--- config.mk ---
export PLATFORM = sky130hd
export DESIGN_NAME = dcw_control_word_decoder
export DESIGN_NICKNAME = d
export VERILOG_FILES = /design/src/dcw_pkg.sv /design/src/dcw_axil_slave.sv /design/src/dcw_control_word_decoder.sv
export SDC_FILE = /design/constraint.sdc
export NUM_CORES = 1
export LEC_CHECK = 0
export ABC_CLOCK_PERIOD_IN_PS = 2700
export BUFFER_PORTS_ARGS = -buffer_cell sky130_fd_sc_hd__buf_2
export CELL_PAD_IN_SITES_DETAIL_PLACEMENT = 0
export CELL_PAD_IN_SITES_GLOBAL_PLACEMENT = 1
export CORE_MARGIN = 2
export CORE_UTILIZATION = 42
export DETAILED_ROUTE_END_ITERATION = 10
export GPL_TIMING_DRIVEN = 0
export PLACE_DENSITY_LB_ADDON = 0.1
export SYNTH_ARGS = -nofsm -noshare
export SYNTH_HDL_FRONTEND = slang
export SYNTH_HIERARCHICAL = 1
export SYNTH_SLANG_ARGS = --single-unit
--- constraint.sdc ---
create_clock -name aclk -period 2.7 [get_ports aclk]
set_input_delay 0 -clock aclk [delete_from_list [all_inputs] [get_ports aclk]]
set_output_delay 0 -clock aclk [all_outputs]
set_load 0.01 [all_outputs]
--- src/dcw_pkg.sv ---
// Package for the drive command word decoder: register map, bit positions,
// command values, operating modes and the request carrier types.
// Assumes a single clock domain and a 32-bit AXI4-Lite register bus.
package dcw_pkg;

    // Bus geometry. Printed offsets are word indices; byte address is index times four.
    localparam int           AXI_ADDR_W   = 12;
    localparam logic [9:0]   AUX0_INDEX   = 10'h001;
    localparam logic [9:0]   CMD_INDEX    = 10'h38f;
    localparam logic [9:0]   MODE_INDEX   = 10'h391;
    localparam logic [9:0]   STATUS_INDEX = 10'h392;
    localparam logic [11:0]  AUX0_ADDR    = {AUX0_INDEX, 2'b00};
    localparam logic [11:0]  CMD_ADDR     = {CMD_INDEX, 2'b00};
    localparam logic [11:0]  MODE_ADDR    = {MODE_INDEX, 2'b00};
    localparam logic [11:0]  STATUS_ADDR  = {STATUS_INDEX, 2'b00};
    localparam logic [1:0]   RESP_OKAY    = 2'h0;
    localparam logic [1:0]   RESP_SLVERR  = 2'h2;

    // Stored bits of each register; everything else reads as zero.
    localparam logic [15:0]  CMD_KEEP_MASK  = 16'h3aff;
    localparam logic [15:0]  AUX0_KEEP_MASK = 16'h1fff;
    localparam logic [15:0]  CMD_RESET      = 16'h0000;
    localparam logic [15:0]  AUX0_RESET     = 16'h0000;
    localparam logic [7:0]   MODE_RESET     = 8'hff;

    // Command word bit positions.
    localparam int BIT_SWITCH_ON = 0;
    localparam int BIT_DISABLE   = 1;
    localparam int BIT_QSTOP     = 2;
    localparam int BIT_ENABLE    = 3;
    localparam int BIT_MS1       = 4;
    localparam int BIT_MS2       = 5;
    localparam int BIT_MS3       = 6;
    localparam int BIT_FAULT     = 7;
    localparam int BIT_MS4       = 9;
    localparam int BIT_BRAKE     = 11;
    localparam int BIT_NEG_LIM   = 12;
    localparam int BIT_POS_LIM   = 13;

    // Whole-word commands.
    localparam logic [15:0]  VAL_DISABLE_VOLTAGE = 16'h0004;
    localparam logic [15:0]  VAL_SHUTDOWN        = 16'h0006;
    localparam logic [15:0]  VAL_SWITCH_ON       = 16'h0007;
    localparam logic [15:0]  VAL_ENABLE_OP       = 16'h000f;
    localparam logic [15:0]  VAL_STOP            = 16'h0002;
    localparam logic [15:0]  VAL_START_HOMING    = 16'h001f;
    localparam logic [15:0]  VAL_END_HOMING      = 16'h000f;

    // Requested operating modes that change how mode-specific bits read.
    localparam logic [7:0]   MODE_HOMING = 8'h06;
    localparam logic [7:0]   MODE_JOG    = 8'h8c;

    typedef enum logic [2:0] {
        TGT_NONE,
        TGT_SWITCH_ON_DISABLED,
        TGT_ARMED_IDLE,
        TGT_SWITCHED_ON,
        TGT_OPERATION_ENABLED,
        TGT_STOP_ACTIVE
    } dcw_target_type;

    typedef struct packed {
        dcw_target_type target;
        logic           target_valid;
        logic           fault_reset;
        logic           homing_start;
        logic           homing_end;
        logic           homing_active;
        logic           commanded_stop;
        logic           jog_plus;
        logic           jog_minus;
        logic [1:0]     jog_speed_sel;
        logic           dynamic_brake;
        logic           neg_limit;
        logic           pos_limit;
        logic [15:0]    aux_control;
    } dcw_drive_req_type;

    // Layout of the read-only status register, low bit last.
    typedef struct packed {
        dcw_target_type last_target;
        logic           pos_limit;
        logic           neg_limit;
        logic           dynamic_brake;
        logic [1:0]     jog_speed_sel;
        logic           jog_minus;
        logic           jog_plus;
        logic           homing_active;
        logic           commanded_stop;
    } dcw_status_type;

endpackage

--- src/dcw_axil_slave.sv ---
// AXI4-Lite slave front end: holds one write and one read, hands each to the
// register file as a one-cycle strobe and returns the response a cycle later.
// Assumes the register file answers hit and read data combinationally.
`timescale 1ns/1ps
module dcw_axil_slave
    import dcw_pkg::*;
#(
    parameter int ADDR_W = AXI_ADDR_W
)
(
    input  wire logic              aclk,
    input  wire logic              aresetn,
    input  wire logic [ADDR_W-1:0] s_axi_awaddr,
    input  wire logic              s_axi_awvalid,
    output logic                   s_axi_awready,
    input  wire logic [31:0]       s_axi_wdata,
    input  wire logic [3:0]        s_axi_wstrb,
    input  wire logic              s_axi_wvalid,
    output logic                   s_axi_wready,
    output logic [1:0]             s_axi_bresp,
    output logic                   s_axi_bvalid,
    input  wire logic              s_axi_bready,
    input  wire logic [ADDR_W-1:0] s_axi_araddr,
    input  wire logic              s_axi_arvalid,
    output logic                   s_axi_arready,
    output logic [31:0]            s_axi_rdata,
    output logic [1:0]             s_axi_rresp,
    output logic                   s_axi_rvalid,
    input  wire logic              s_axi_rready,
    output logic                   wr_en,
    output logic [ADDR_W-1:0]      wr_addr,
    output logic [31:0]            wr_data,
    output logic [3:0]             wr_strb,
    input  wire logic              wr_hit,
    output logic                   rd_en,
    output logic [ADDR_W-1:0]      rd_addr,
    input  wire logic [31:0]       rd_data,
    input  wire logic              rd_hit
);

    typedef struct packed {
        logic              awready;
        logic              wready;
        logic              aw_held;
        logic [ADDR_W-1:0] aw_addr;
        logic              w_held;
        logic [31:0]       w_data;
        logic [3:0]        w_strb;
        logic              bvalid;
        logic [1:0]        bresp;
        logic              arready;
        logic              ar_held;
        logic [ADDR_W-1:0] ar_addr;
        logic              rvalid;
        logic [31:0]       rdata;
        logic [1:0]        rresp;
    } dcw_axil_state_type;

    dcw_axil_state_type state_reg;
    dcw_axil_state_type state_next;

    // A write goes out only once address and data are both held, in either order.
    assign wr_en   = state_reg.aw_held & state_reg.w_held & ~state_reg.bvalid;
    assign wr_addr = state_reg.aw_addr;
    assign wr_data = state_reg.w_data;
    assign wr_strb = state_reg.w_strb;
    assign rd_en   = state_reg.ar_held & ~state_reg.rvalid;
    assign rd_addr = state_reg.ar_addr;

    // Channel bookkeeping; ready drops while an item is held or a response waits.
    always_comb begin
        state_next = state_reg;
        if (state_reg.awready && s_axi_awvalid) begin
            state_next.aw_held = 1'b1;
            state_next.aw_addr = s_axi_awaddr;
        end
        if (state_reg.wready && s_axi_wvalid) begin
            state_next.w_held = 1'b1;
            state_next.w_data = s_axi_wdata;
            state_next.w_strb = s_axi_wstrb;
        end
        if (state_reg.bvalid && s_axi_bready) begin
            state_next.bvalid = 1'b0;
        end
        if (wr_en) begin
            state_next.aw_held = 1'b0;
            state_next.w_held  = 1'b0;
            state_next.bvalid  = 1'b1;
            state_next.bresp   = wr_hit ? RESP_OKAY : RESP_SLVERR;
        end
        if (state_reg.arready && s_axi_arvalid) begin
            state_next.ar_held = 1'b1;
            state_next.ar_addr = s_axi_araddr;
        end
        if (state_reg.rvalid && s_axi_rready) begin
            state_next.rvalid = 1'b0;
        end
        if (rd_en) begin
            state_next.ar_held = 1'b0;
            state_next.rvalid  = 1'b1;
            state_next.rdata   = rd_hit ? rd_data : 32'h0000_0000;
            state_next.rresp   = rd_hit ? RESP_OKAY : RESP_SLVERR;
        end
        state_next.awready = ~state_next.aw_held & ~state_next.bvalid;
        state_next.wready  = ~state_next.w_held & ~state_next.bvalid;
        state_next.arready = ~state_next.ar_held & ~state_next.rvalid;
    end

    // Synchronous reset clears every channel; ready rises one edge after release.
    always_ff @(posedge aclk) begin
        if (!aresetn) begin
            state_reg <= '0;
        end else begin
            state_reg <= state_next;
        end
    end

    assign s_axi_awready = state_reg.awready;
    assign s_axi_wready  = state_reg.wready;
    assign s_axi_bvalid  = state_reg.bvalid;
    assign s_axi_bresp   = state_reg.bresp;
    assign s_axi_arready = state_reg.arready;
    assign s_axi_rvalid  = state_reg.rvalid;
    assign s_axi_rdata   = state_reg.rdata;
    assign s_axi_rresp   = state_reg.rresp;

endmodule

--- src/dcw_control_word_decoder.sv ---
// Drive command word decoder: register file behind AXI4-Lite and the logic
// that turns each written command word into requests for the drive state machine.
// Assumes the state machine, brake and limit actuators sit outside and act on
// the request outputs; one clock, synchronous active-low reset.
//
// Function
// - Fault reset pulses only on a 0-to-1 change of bit 7.
// - Writing 04 hex requests the switch-on-disabled state.
// - Writing 06 hex requests the armed idle state.
// - Writing 07 hex requests the switched-on state.
// - Writing 0F hex requests the operation-enabled state.
// - Writing 02 hex requests the stop-active state.
// - In homing mode 1F starts homing and 0F ends it.
// - Rising bit 0 requests the switched-on state.
// - Rising bit 1 requests the switch-on-disabled state.
// - Bit 2 low holds a commanded stop active.
// - Rising bit 3 requests the operation-enabled state.
// - In homing mode bit 4 level keeps homing running or ends it.
// - In jog mode bit 4 drives jog speed select bit 0.
// - In jog mode bit 5 drives the positive jog request.
// - In jog mode bit 6 drives the negative jog request.
// - In jog mode bit 9 drives jog speed select bit 1.
// - Reserved bits 8, 10, 14 and 15 are dropped and read zero.
// - Command word is 16-bit read/write, any value, lost at reset.
// - Mode-specific bits follow the separately written requested mode.
//
// Our own choice: register access over AXI4-Lite.
`timescale 1ns/1ps
module dcw_control_word_decoder
    import dcw_pkg::*;
#(
    parameter int ADDR_W = AXI_ADDR_W
)
(
    input  wire logic              aclk,
    input  wire logic              aresetn,
    input  wire logic [ADDR_W-1:0] s_axi_awaddr,
    input  wire logic              s_axi_awvalid,
    output logic                   s_axi_awready,
    input  wire logic [31:0]       s_axi_wdata,
    input  wire logic [3:0]        s_axi_wstrb,
    input  wire logic              s_axi_wvalid,
    output logic                   s_axi_wready,
    output logic [1:0]             s_axi_bresp,
    output logic                   s_axi_bvalid,
    input  wire logic              s_axi_bready,
    input  wire logic [ADDR_W-1:0] s_axi_araddr,
    input  wire logic              s_axi_arvalid,
    output logic                   s_axi_arready,
    output logic [31:0]            s_axi_rdata,
    output logic [1:0]             s_axi_rresp,
    output logic                   s_axi_rvalid,
    input  wire logic              s_axi_rready,
    output dcw_drive_req_type      drive_req
);

    // Whole state of the decoder in one record.
    typedef struct packed {
        logic [15:0]       cmd;
        logic [15:0]       aux;
        logic [7:0]        mode;
        dcw_target_type    last_target;
        dcw_drive_req_type req;
    } dcw_core_state_type;

    dcw_core_state_type state_reg;
    dcw_core_state_type state_next;

    logic              wr_en;
    logic [ADDR_W-1:0] wr_addr;
    logic [31:0]       wr_data;
    logic [3:0]        wr_strb;
    logic              wr_hit;
    logic              rd_en;
    logic [ADDR_W-1:0] rd_addr;
    logic [31:0]       rd_data;
    logic              rd_hit;

    // Bus front end; it owns all AXI handshakes and response timing.
    dcw_axil_slave #(
        .ADDR_W (ADDR_W)
    ) u_bus (
        .aclk          (aclk),
        .aresetn       (aresetn),
        .s_axi_awaddr  (s_axi_awaddr),
        .s_axi_awvalid (s_axi_awvalid),
        .s_axi_awready (s_axi_awready),
        .s_axi_wdata   (s_axi_wdata),
        .s_axi_wstrb   (s_axi_wstrb),
        .s_axi_wvalid  (s_axi_wvalid),
        .s_axi_wready  (s_axi_wready),
        .s_axi_bresp   (s_axi_bresp),
        .s_axi_bvalid  (s_axi_bvalid),
        .s_axi_bready  (s_axi_bready),
        .s_axi_araddr  (s_axi_araddr),
        .s_axi_arvalid (s_axi_arvalid),
        .s_axi_arready (s_axi_arready),
        .s_axi_rdata   (s_axi_rdata),
        .s_axi_rresp   (s_axi_rresp),
        .s_axi_rvalid  (s_axi_rvalid),
        .s_axi_rready  (s_axi_rready),
        .wr_en         (wr_en),
        .wr_addr       (wr_addr),
        .wr_data       (wr_data),
        .wr_strb       (wr_strb),
        .wr_hit        (wr_hit),
        .rd_en         (rd_en),
        .rd_addr       (rd_addr),
        .rd_data       (rd_data),
        .rd_hit        (rd_hit)
    );

    // Merge the two low byte lanes of a write into a 16-bit register value.
    function automatic logic [15:0] merge16(
        input logic [15:0] old_value,
        input logic [31:0] data,
        input logic [3:0]  strb
    );
        logic [15:0] result;
        result = old_value;
        if (strb[0]) begin
            result[7:0] = data[7:0];
        end
        if (strb[1]) begin
            result[15:8] = data[15:8];
        end
        return result;
    endfunction

    // Whole-word commands take precedence; a lone edge only acts when no value matches.
    function automatic dcw_target_type decode_target(
        input logic [15:0] word,
        input logic [15:0] rise
    );
        dcw_target_type tgt;
        tgt = TGT_NONE;
        if (word == VAL_DISABLE_VOLTAGE) begin
            tgt = TGT_SWITCH_ON_DISABLED;
        end else if (word == VAL_SHUTDOWN) begin
            tgt = TGT_ARMED_IDLE;
        end else if (word == VAL_SWITCH_ON) begin
            tgt = TGT_SWITCHED_ON;
        end else if (word == VAL_ENABLE_OP) begin
            tgt = TGT_OPERATION_ENABLED;
        end else if (word == VAL_STOP) begin
            tgt = TGT_STOP_ACTIVE;
        end else if (rise[BIT_DISABLE]) begin
            tgt = TGT_SWITCH_ON_DISABLED;
        end else if (rise[BIT_ENABLE]) begin
            tgt = TGT_OPERATION_ENABLED;
        end else if (rise[BIT_SWITCH_ON]) begin
            tgt = TGT_SWITCHED_ON;
        end
        return tgt;
    endfunction

    // Address decode for the write strobe; the status word is read-only and
    // a write to it answers with an error so software notices the mistake.
    always_comb begin
        wr_hit = 1'b0;
        if (wr_addr == CMD_ADDR || wr_addr == AUX0_ADDR || wr_addr == MODE_ADDR) begin
            wr_hit = 1'b1;
        end
    end

    // Read multiplexer; unmapped addresses answer with an error and zero data.
    always_comb begin
        dcw_status_type status;
        status               = '0;
        status.last_target   = state_reg.last_target;
        status.pos_limit     = state_reg.req.pos_limit;
        status.neg_limit     = state_reg.req.neg_limit;
        status.dynamic_brake = state_reg.req.dynamic_brake;
        status.jog_speed_sel = state_reg.req.jog_speed_sel;
        status.jog_minus     = state_reg.req.jog_minus;
        status.jog_plus      = state_reg.req.jog_plus;
        status.homing_active = state_reg.req.homing_active;
        status.commanded_stop = state_reg.req.commanded_stop;
        rd_data = 32'h0000_0000;
        rd_hit  = 1'b1;
        case (rd_addr)
            CMD_ADDR: begin
                rd_data = {16'h0000, state_reg.cmd};
            end
            AUX0_ADDR: begin
                rd_data = {16'h0000, state_reg.aux};
            end
            MODE_ADDR: begin
                rd_data = {24'h00_0000, state_reg.mode};
            end
            STATUS_ADDR: begin
                rd_data = {20'h0_0000, status};
            end
            default: begin
                rd_hit = 1'b0;
            end
        endcase
    end

    // Next-state logic. Pulses default low so each lasts exactly one cycle;
    // levels are rebuilt every cycle from the stored word and mode, so a mode
    // change reinterprets the held bits without waiting for a new command.
    always_comb begin
        logic [15:0] new_word;
        logic [15:0] rise;
        logic        homing_mode;
        logic        jog_mode;
        state_next                  = state_reg;
        new_word                    = state_reg.cmd;
        rise                        = 16'h0000;
        homing_mode                 = 1'b0;
        jog_mode                    = 1'b0;
        state_next.req.target       = TGT_NONE;
        state_next.req.target_valid = 1'b0;
        state_next.req.fault_reset  = 1'b0;
        state_next.req.homing_start = 1'b0;
        state_next.req.homing_end   = 1'b0;

        // Requested-mode register; the state machine may adopt it later.
        if (wr_en && wr_addr == MODE_ADDR && wr_strb[0]) begin
            state_next.mode = wr_data[7:0];
        end

        // Auxiliary control word keeps bits 12 to 0 only and is presented as stored.
        if (wr_en && wr_addr == AUX0_ADDR) begin
            state_next.aux = merge16(state_reg.aux, wr_data, wr_strb) & AUX0_KEEP_MASK;
        end

        // The interpretation of mode-specific bits uses the requested mode as it
        // stands each cycle, a write in that cycle included, not the state machine's actual mode.
        homing_mode = (state_next.mode == MODE_HOMING);
        jog_mode    = (state_next.mode == MODE_JOG);

        if (wr_en && wr_addr == CMD_ADDR) begin
            // Any 16-bit value is accepted; reserved lanes are simply not kept.
            new_word = merge16(state_reg.cmd, wr_data, wr_strb) & CMD_KEEP_MASK;
            // Edges are taken against the word held from the previous write.
            rise = new_word & ~state_reg.cmd;
            state_next.cmd = new_word;
            state_next.req.target = decode_target(new_word, rise);
            state_next.req.target_valid = (decode_target(new_word, rise) != TGT_NONE);
            if (decode_target(new_word, rise) != TGT_NONE) begin
                state_next.last_target = decode_target(new_word, rise);
            end
            // Holding bit 7 high across writes gives no second pulse.
            state_next.req.fault_reset = rise[BIT_FAULT];
            if (homing_mode && new_word == VAL_START_HOMING) begin
                state_next.req.homing_start = 1'b1;
            end
            if (homing_mode && new_word == VAL_END_HOMING && state_reg.cmd[BIT_MS1]) begin
                state_next.req.homing_end = 1'b1;
            end
        end

        // Levels driven straight from the held word.
        state_next.req.commanded_stop = ~state_next.cmd[BIT_QSTOP];
        state_next.req.dynamic_brake  = state_next.cmd[BIT_BRAKE];
        state_next.req.neg_limit      = state_next.cmd[BIT_NEG_LIM];
        state_next.req.pos_limit      = state_next.cmd[BIT_POS_LIM];

        // Mode-specific levels; outside their mode they rest low.
        state_next.req.homing_active    = homing_mode & state_next.cmd[BIT_MS1];
        state_next.req.jog_speed_sel[0] = jog_mode & state_next.cmd[BIT_MS1];
        state_next.req.jog_plus         = jog_mode & state_next.cmd[BIT_MS2];
        state_next.req.jog_minus        = jog_mode & state_next.cmd[BIT_MS3];
        state_next.req.jog_speed_sel[1] = jog_mode & state_next.cmd[BIT_MS4];

        state_next.req.aux_control = state_next.aux;
    end

    // The command word is volatile: reset returns it to zero, which by itself
    // asks for a commanded stop until software writes bit 2 high.
    always_ff @(posedge aclk) begin
        if (!aresetn) begin
            state_reg                    <= '0;
            state_reg.cmd                <= CMD_RESET;
            state_reg.aux                <= AUX0_RESET;
            state_reg.mode               <= MODE_RESET;
            state_reg.last_target        <= TGT_NONE;
            state_reg.req.target         <= TGT_NONE;
            state_reg.req.commanded_stop <= 1'b1;
        end else begin
            state_reg <= state_next;
        end
    end

    // Every request output is a register field.
    assign drive_req = state_reg.req;

endmodule

Word-level counts from Yosys, hierarchy flattened:

Index checks and enable logic that the tools add are counted.

* output and inout bits: 73
* logic and storage cells: 126
* register bits after elaboration: 156
* bits in latches: 0
* memories kept: 0
* ROM bits: 0
* bits in writable memories: 0

* reductions and logical operators: 20
* bitwise operators: 21
* mux-type cells: 36
* multiply operators: 0
* eq/ne operators: 15
* divide/modulo/power cells: 0
* add/sub/neg operators: 0
* shift operators: 0
* $lt $le $gt $ge: 0

Operators by type and width (count)
* $eq A12 B12 Y1 const B: 5
* $eq A12 B3 Y1 const B: 5
* $pmux W14 S4: 1
* $mux W13: 3
* $mux W37: 1
* $mux W35: 1
* $mux W8: 4
* $mux W14: 2
* $mux W3: 9
* $eq A12 B2 Y1 const B: 1
* $eq A12 B4 Y1 const B: 1
* $eq A12 B5 Y1 const B: 1
* $logic_and A1 B1 Y1: 12
* $mux W6: 2
* $and A1 B1 Y1: 11
* $mux W1: 9
* $and A8 B8 Y8: 1
* $eq A8 B3 Y1 const B: 1
* $eq A8 B8 Y1 const B: 1
* $not A1 Y1: 8
* $not A8 Y8: 1
* $reduce_and A2 Y1: 4
* $mux W2: 3
* $mux W5: 1
* other kinds (3): 4

Depth between registers and ports, before layout:

Gate-level depths: netlist of run 1.

* depth after elaboration: 16
* depth in mapped cells: 10

Hierarchy:

The synthesis of run 1 kept the hierarchy.

By module, submodules not included
* dcw_axil_slave: times used 1, sequential area each 2042.0 um^2, area each 4559.4 um^2, cells each 537
* dcw_control_word_decoder: times used 1, sequential area each 980.9 um^2, area each 2761.4 um^2, cells each 337

Least setup slack after synthesis of run 1:

Ideal clock, no wire load.

* kind: reg-to-reg
* start point: register u_bus.state_reg (netlist bit u_bus/wr_addr[0])
* end point: register state_reg (netlist bit drive_req[25])
* clock period less this slack: 2.495 ns
* setup slack: 0.205 ns
* path buffers: 2
* arrival: 2.434 ns
* cell stages (with the launch flop): 9
* path through: dfxtp_1 > buf_4 > nand2b_1 > or4_1 > buf_2 > or3_4 > or4_4 > a2111oi_4 > and4_1

* longest elaborated chain between the ends: 8
* elaborated cells between the ends (all ways): 11

Ends and longest elaborated chain
* start, declared: RTL line dcw_axil_slave.sv:59 `dcw_axil_state_type state_reg;`
* start signal, assigned: RTL line dcw_axil_slave.sv:114 `state_reg <= state_next;`
* $eq A12 B12 Y1: RTL line dcw_control_word_decoder.sv:220 `if (wr_en && wr_addr == MODE_ADDR && wr_strb[0]) begin`
* $logic_and A1 B1 Y1 (2 in series): RTL line dcw_control_word_decoder.sv:220
* $mux W8: RTL line dcw_control_word_decoder.sv:220
* $eq A8 B3 Y1: RTL line dcw_control_word_decoder.sv:231 `homing_mode = (state_next.mode == MODE_HOMING);`
* $logic_and A1 B1 Y1 (2 in series): RTL line dcw_control_word_decoder.sv:250 `if (homing_mode && new_word == VAL_END_HOMING && state_reg.cmd[BIT_MS1]) begin`
* $mux W1: RTL line dcw_control_word_decoder.sv:250
* end signal, assigned: RTL line dcw_control_word_decoder.sv:283 `state_reg <= state_next;`
* end, declared: RTL line dcw_control_word_decoder.sv:66 `dcw_core_state_type state_reg;`

Parallel ways exist; a longest one is shown, timed or not.
A chain may end at the register's enable or synchronous reset.

Worst setup path in the final report of run 1:

* start point: register u_bus.state_reg (netlist bit u_bus/wr_addr[1])
* end point: register state_reg (netlist bit drive_req[25])

Same word-level chain as after synthesis.

==> results.toml, run 1 <==
[synthesis]
syn-instance-count = 772
ys_warn_count = 6
synth_area_um2 = 6454
synth_area_per_cell_um2 = 8.360

[clocking]
cts_sinks = 131
cts_made_buffers = 17
clk_pin_slew_worst_paths_ns = 0.06
cts_tree = "done"
clkLatencyLatePin_ns = 0.42
cts_max_path_buffers = 2
root_buffer = "clkbuf_16"
cts_max_level = 4

[die]
start_util_pct = 42.77
ios = 140
fp.dieW_um = 128.0
fp-row-count = 45
core_area_um2 = 15090
dieHeight_um = 128.0
die_area_um2 = 16370

[finish]
finalNonFillerCells = 1175
largest_reg_flops = 32
layout.nets = 1041
area_growth_pct = 32.86
drive_gt1_share_pct = 29.79
antenna_cells = 0

[min_path]
hold_depth = 4
hp-class = "in -> reg"
hp-start = "s_axi_arvalid"
hold_end = "u_bus/rd_addr[11]"

[power]
power.density_nw_per_um2 = 588.5
vdd_drop_max_mv = 0.4187
p_leak_nw = 3.943
p_total_mw = 5.046

[timing]
finalSetupTns_ns = 0
tightestPinTransition_ns = 0.6760
finalSetupViolCount = 0
max_freq_ghz = 0.3829
fin_crit_sh_pct = 96.74
clock_skew_ns = 0.01291
drv_slew = 0
timing.final.hold_violations = 1
min_period_ns = 2.612
relSlewSlack_pct = 54.93
hold_ws_ns = -0.003798

[worst_setup_path]
reg2reg_slack_ns = 0.09
worst-path-buf-inv = 2
critPathLaunchType = "register"
reg2reg_from = "u_bus/wr_addr[1]"
path_depth = 7
critPathMostFrequentCell = "or4_4"
cpPeakStageDelay_ns = 0.54
critPathKind = "reg -> reg"
crit_slowest_cell = "or4_4"
r2r.worst_path.cells = 7
reg2reg_to = "drive_req[25]"
cp_max_fo = 3
critPathArrivalTime_ns = 2.95
crit_chain = "buf_4 -> or4_4 -> buf_6 -> or3_4 -> or4_4 -> a2111oi_4 -> and4_1"
end_kind = "register"
worstPathRequired_ns = 3.04
cpLargestDelayFamily = "simple AND/OR/NAND/NOR gates"

[drt]
firstDrtPassIters = 5
drt_iter0_drc = 239
ant_nets = 0
drt-vias-per-instance = 4.877
wl_um = 17220
drc = 0
num_vias = 5731
routedWlPerCell_um = 14.65

[placed_design]
post-dp-hpwl_um = 12990
gp_congestion = 0.8968
io_buffers = 114
dp_cells = 1095

[grt]
antenna_found_initial = 0
grt_overflow_total = 0
track_usage_pct = 21.70
grt_max_degree = 17
grt_pass1_wl_um = 27920
grt_pass1_vias = 5628

[status]
violations = "negative hold slack"
status = "finished with violations"

[flow_run]
cap_violations = 0
[repair_timing]
item	CTS	global route
hold buffers	49	0
hold endpoints to repair	46	0
pin swaps	0	5
gates resized for setup	2	15
buffers inserted	0	2
setup endpoints to repair	10	19
[worst reg2reg max path: cells and delay by family, from the launching register on]
kind / cells / cell delay (ns)
AND/OR/NAND/NOR: 4 / 1.65
flip-flops: 1 / 0.31
AO/OA/AOI/OAI: 1 / 0.30
buffers and inverters: 2 / 0.27
[layer usage]
| metal | vias to the layer above | GRT usage (%) | wire, um |
|---|---|---|---|
| met4 | 0 | 7.628 | 294 |
| met5 | - | 0 | 0 |
| met3 | 24 | 4.257 | 648 |
| met2 | 144 | 37.94 | 8492 |
| met1 | 2652 | 26.63 | 7781 |
| li1 | 2911 | - | - |
[how the worst max path moves through the flow]
stage / start / to / slack, ns
global route: u_bus/wr_addr[1] / drive_req[25] / -0.0004
CTS: u_bus/state_reg[88] / drive_req[25] / 0.02
detailed placement: u_bus/state_reg[88] / drive_req[21] / -0.14
finish: u_bus/wr_addr[1] / drive_req[25] / 0.09
floorplan: u_bus/wr_addr[0] / drive_req[25] / 0.20
global placement: u_bus/wr_strb[0] / state_reg[34] / -0.11
[cell usage in the layout (no fill, tap or decap), types with 4 or more instances in the layout]
cell type / n
nand2_1: 162
dfxtp_1: 129
buf_2: 124
buf_4: 112
nand3_1: 50
dlygate4sd3_1: 49
a21boi_0: 47
nor2_1: 34
a21boi_1: 27
clkbuf_1: 23
mux2i_1: 23
conb_1: 23
clkbuf_16: 17
a22oi_1: 16
a21oi_1: 12
nor3_1: 11
nor4_1: 6
inv_1: 6
and2_1: 6
buf_6: 6
nand2b_1: 6
bufinv_16: 6
nand4_1: 5
a211oi_1: 5
nor2b_1: 4
or4_1: 4
o22ai_1: 4
o211a_1: 4
o21ai_0: 4
clkinv_4: 4
[layout make-up]
cell class / instances / area, um^2
clock buffer: 20 / 466.7
sequential: 131 / 2625
tap: 188 / 235.2
clock inverter: 12 / 226.5
multi-input combinational: 500 / 2868
timing repair buffer: 165 / 1076
buffer: 151 / 1040
inverter: 8 / 37.54
fill: 1463 / 6515
[power by group]
| part | switching, mW | internal [mW] | leakage, nW |
|---|---|---|---|
| combinational | 0.198 | 0.197 | 2.55 |
| clock | 0.849 | 1.81 | 0.332 |
| sequential | 0.0220 | 1.97 | 1.06 |
| total | 1.07 | 3.98 | 3.94 |
[stage by stage]
| step | utilization, % | cell area (um^2) | setup slack, ns |
|---|---|---|---|
| global route | 56.82 | 8574 | -0.0003770 |
| detailed placement | 48.63 | 7338 | -0.1357 |
| global placement | 48.63 | 7338 | -0.1115 |
| finish | 56.82 | 8574 | 0.08814 |
| CTS | 56.50 | 8526 | 0.02042 |
| floorplan | - | 6533 | 0.2047 |
(Power assumes the default switching activity.)
==> run 2, diff against run 1 <==
CAP_MARGIN = 25   (was default)
CORE_UTILIZATION = 39   (was 42)
SKIP_LAST_GASP = 1   (was default)
SYNTH_HIERARCHICAL = default   (was 1)
==> run 2 against run 1 <==
Effect of this change: largest cell class unchanged; combinational power is 18% lower; area after synthesis shrank 18%; cell area decreased by 15%; via count is 19% lower; count of clock-buffer cells in the layout is 1 higher; the flow now finishes without violations; core utilization decreased by 2.1 points; register-to-register slack better by 0.18 ns; flip-flop and latch count shrank 18; highest routed layer unchanged; clock skew shrank 0.0054 ns.
==> results.toml, run 2 <==
[grt]
grt_overflow_total = 0
track_usage_pct = 20.10
grt_pass1_vias = 4489
grt_max_degree = 17
antenna_found_initial = 0
grt_pass1_wl_um = 22650

[power]
vdd_drop_max_mv = 0.4212
power.density_nw_per_um2 = 641.9
p_leak_nw = 3.262

[timing]
fin_crit_sh_pct = 89.95
min_period_ns = 2.429
relSlewSlack_pct = 29.77
finalSetupViolCount = 0
drv_slew = 0
max_freq_ghz = 0.4117
timing.final.hold_violations = 0
tightestPinTransition_ns = 1.045
hold_ws_ns = 0.06244
grt_setup_unrepaired = "false"
finalSetupTns_ns = 0
clock_skew_ns = 0.007499

[drt]
num_vias = 4642
drt_iter0_drc = 296
ant_nets = 0
drc = 0
firstDrtPassIters = 7
wl_um = 13830
drt-vias-per-instance = 4.771
routedWlPerCell_um = 14.22

[synthesis]
synth_area_per_cell_um2 = 8.848
ys_top_cells_by_area = "dfxtp_1 (43%), buf_4 (9.8%), nand2_1 (9.5%), a21boi_0 (8.2%), mux2i_1 (4.7%)"
yosysMostFrequentCell = "nand2_1"
synth_top_cell_by_area = "dfxtp_1"
ys_warn_count = 0
async_flop_share_pct = 0
yosysTopAreaCellShare_pct = 42.61
synth_area_um2 = 5309
ys_seq_elements = 113
ys.flop_type = "dfxtp_1"
seq_area_frac_synth_pct = 42.61
ys_types = 54
syn-instance-count = 600
synth_edf_count = 0
synth_commonest_cells = "nand2_1 (134), dfxtp_1 (113), buf_4 (69)"

[worst_setup_path]
critPathArrivalTime_ns = 2.76
worstPathRequired_ns = 3.03
reg2reg_to = "u_bus.s_axi_rdata[8]"
startpoint = "u_bus.rd_addr[2]"
reg2reg_slack_ns = 0.27
end_kind = "register"
cp_max_fo = 10
reg2reg_from = "u_bus.rd_addr[2]"
r2r.worst_path.cells = 7
critPathKind = "reg -> reg"
critPathLaunchType = "register"

[clocking]
clk_pin_slew_worst_paths_ns = 0.05
cts_made_buffers = 17
clkLatencyLatePin_ns = 0.41
cts_sinks = 113
root_buffer = "clkbuf_16"
cts_max_level = 4
cts_tree = "done"
cts_max_path_buffers = 2

[finish]
postLayoutCoreUtil_pct = 54.73
area_growth_pct = 36.53
drive_gt1_share_pct = 27.35
layout_common_cells = "nand2_1 (134), dfxtp_1 (113), buf_2 (101)"
antenna_cells = 0
final_common_cell = "nand2_1"
layout.nets = 851
largest_reg_flops = 26

[die]
fp.dieW_um = 120.7
fp-row-count = 42
dieHeight_um = 120.7
start_util_pct = 40.09
core_area_um2 = 13240
die_area_um2 = 14560
ios = 140

[flow_run]
cap_violations = 0

[min_path]
hp-start = "s_axi_wvalid"
hold_end = "u_bus.wr_data[5]"
hp-class = "in -> reg"
hold_depth = 4

[status]
status = "finished clean"

[placed_design]
gp_congestion = 0.8460
io_buffers = 96
post-dp-hpwl_um = 10470
[run 2: kinds of logic (layout without fill, tap and decap cells)]
| kind of cell | count (synthesis) | in the layout | share of synthesized area, % |
|---|---|---|---|
| other | 1 | 23 | 0.07064 |
| XOR/XNOR | 1 | 1 | 0.1650 |
| multiplexers | 31 | 31 | 6.835 |
| AND/OR/NAND/NOR | 241 | 241 | 22.44 |
| buffers and inverters | 100 | 275 | 12.21 |
| AO/OA/AOI/OAI | 113 | 113 | 15.67 |
| flip-flops | 113 | 113 | 42.61 |
[run 2: worst max-delay path, cell delays in order, from the launching register on]
cell and delay, ns:
dfxtp_1 0.33, nor3b_1 0.27, nand2_1 0.13, nor3_1 0.85
nor4_1 0.14, nand3b_4 0.23, buf_2 0.20, o21ai_0 0.19
[run 2: layer usage]
layer  vias up  track usage, %  part of all wire (%)
met5         -               0                     0
met4         0           7.631                   1.3
met3        17           4.292                   5.0
met2       133           32.80                    48
met1      2132           26.02                    46
li1       2360               -                     -
[run 2: metrics by stage]
stage               cells  cell area (um^2)  worst slack, ns  power [mW]
global placement      894              6092           0.3012       2.055
floorplan             622              5391           0.8212       1.961
detailed placement    894              6092           0.3093       2.061
finish                973              7248           0.2713       4.652
global route          973              7248          0.05593       4.819
CTS                   973              7248           0.2568       4.686
[run 2: final cells by class]
class / count / area, um^2
multi-input combinational: 409 / 2481
timing repair buffer: 143 / 950.9
fill: 1287 / 5995
sequential: 113 / 2262
inverter: 4 / 15.01
clock inverter: 11 / 205.2
clock buffer: 21 / 480.5
tap: 176 / 220.2
buffer: 96 / 633.1
[run 2: power breakdown]
group          switching [mW]  internal (mW)  total, mW
logic                   0.158          0.165      0.323
registers              0.0420           1.71       1.75
clock network           0.756           1.82       2.57
[run 2: how the worst max path moves through the flow]
stage,cells after the start,end,slack [ns]
2_1_floorplan,7,drive_req[20],0.82
3_3_place_gp,7,u_bus.s_axi_rdata[3],0.30
3_5_place_dp,7,u_bus.s_axi_rdata[8],0.31
4_1_cts,7,u_bus.s_axi_rdata[8],0.26
5_1_grt,7,u_bus.s_axi_rdata[4],0.06
6_report,7,u_bus.s_axi_rdata[8],0.27
[run 2: timing repair]
action | in CTS | in global routing
setup buffers | 0 | 0
resized for setup | 0 | 0
endpoints found under the hold margin | 46 | 0
hold buffers | 47 | 0
==> run 3, diff against run 2 <==
GPL_TIMING_DRIVEN = default   (was 0)
==> run 3 against run 2 <==
Effect of this change: clock power is 18% lower; sequential share of layout area is 3.3 points higher; via count is 7.8% lower; first-iteration DRC count is 1.7% lower; critical path depth is 1 lower; routed wire length is 6.8% lower; combinational power is 15% lower; non-clock buffer count is 88 lower; register-to-register slack worse by 0.08 ns; critical endpoint is now state_reg[33]; largest cell class unchanged.
==> results.toml, run 3 (same netlist as run 2, synthesis figures left out) <==
[grt]
grt_overflow_total = 0
grt_pass1_wl_um = 20860
track_usage_pct = 18.45
antenna_found_initial = 0
grt_pass1_vias = 4081
grt_max_degree = 48

[drt]
routedWlPerCell_um = 14.58
firstDrtPassIters = 7
wl_um = 12890
ant_nets = 0
drt-vias-per-instance = 4.842
drt_iter0_drc = 291
num_vias = 4280
drc = 0

[worst_setup_path]
critPathKind = "reg -> reg"
worstPathRequired_ns = 2.99
crit_chain = "mux2i_1 -> nor4b_1 -> o211ai_1 -> a32oi_1 -> o22a_1 -> o21ai_0"
end_kind = "register"
worst-path-buf-inv = 0
critPathLaunchType = "register"
cpLargestDelayFamily = "compound AO/OA/AOI/OAI gates"
crit_slowest_cell = "dfxtp_1"
cp_max_fo = 15
critPathArrivalTime_ns = 2.80
cpPeakStageDelay_ns = 0.71

[power]
vdd_drop_max_mv = 0.4321
p_total_mw = 4.157
power.density_nw_per_um2 = 634.3
p_leak_nw = 2.808

[placed_design]
post-dp-hpwl_um = 9434
dp_cells = 811
post-place-ws_ns = 0.2331
io_buffers = 96
gp_congestion = 0.8344
post_dp_cell_area_um2 = 5557

[status]
status = "finished clean"

[timing]
relSlewSlack_pct = 54.69
finalSetupViolCount = 0
hold_ws_ns = 0.1138
drv_slew = 0
timing.final.hold_violations = 0
min_period_ns = 2.505
max_freq_ghz = 0.3992
fin_crit_sh_pct = 92.79
finalSetupTns_ns = 0
setup_slack_ns = 0.1947
tightestPinTransition_ns = 0.6793
clock_skew_ns = 0.006362
grt_setup_unrepaired = "false"

[die]
fp-row-count = 42
ios = 140
die_area_um2 = 14560
dieHeight_um = 120.7
core_area_um2 = 13240
fp.dieW_um = 120.7
start_util_pct = 40.09

[finish]
postLayoutCoreUtil_pct = 49.49
drive_gt1_share_pct = 21.47
finalNonFillerCells = 884
final_common_cell = "nand2_1"
largest_reg_flops = 26
fillerInstances = 1325
layout_common_cells = "nand2_1 (134), dfxtp_1 (113), buf_2 (96)"
antenna_cells = 0
regArea_um2 = 2262
layout.nets = 763
area_growth_pct = 23.45
stdcell_area_um2 = 6554
multiInputGateArea_um2 = 2487

[clocking]
cts_max_path_buffers = 2
cts_tree = "done"
cts_max_level = 4
clkLatencyLatePin_ns = 0.41
clk_pin_slew_worst_paths_ns = 0.05
cts_setup_buffers = 0
cts_sinks = 113
cts_made_buffers = 17
root_buffer = "clkbuf_16"

[flow_run]
cap_violations = 0

[min_path]
hp-class = "in -> reg"
==> run 3: final cells by class <==
| type | count | share of cell area (%) |
|---|---|---|
| multi-input cells | 409 | 37.95 |
| flip-flops and latches | 113 | 34.52 |
| repair buffers | 151 | 15.23 |
| clock buffers | 27 | 7.980 |
| well taps | 176 | 3.360 |
| clock inverters | 4 | 0.7255 |
| inverters | 4 | 0.2291 |
==> run 3: repair_timing <==
item                       in CTS  in global routing
hold buffers                   42                  0
hold endpoints to repair       44                  0
setup endpoints to repair       0                  2
gates resized for setup         0                  1
==> run 3: final timing paths <==
kind / from / end / cells past startpoint / slack (ns)
max reg2reg: u_bus.wr_strb[0] / state_reg[33] / 6 / 0.19
min reg2reg: u_bus.s_axi_rdata[10] / u_bus.s_axi_rdata[10] / 2 / 0.44
min: aresetn / u_bus.s_axi_rresp[1] / 2 / 0.11
max: u_bus.wr_strb[0] / state_reg[33] / 6 / 0.19
==> run 3: per-layer routing <==
layer / track usage [%] / vias up / wire [um]
met3: 3.915 / 16 / 597
met1: 24.71 / 1983 / 6326
li1: - / 2166 / -
met5: 0 / - / 0
met4: 7.558 / 0 / 197
met2: 28.88 / 115 / 5768
==> run 3: report_power, final <==
part / leakage, nW / switching (mW) / internal, mW
clock: 0.279 / 0.721 / 1.40
combinational: 1.61 / 0.141 / 0.135
sequential: 0.916 / 0.0448 / 1.71
total: 2.81 / 0.907 / 3.25
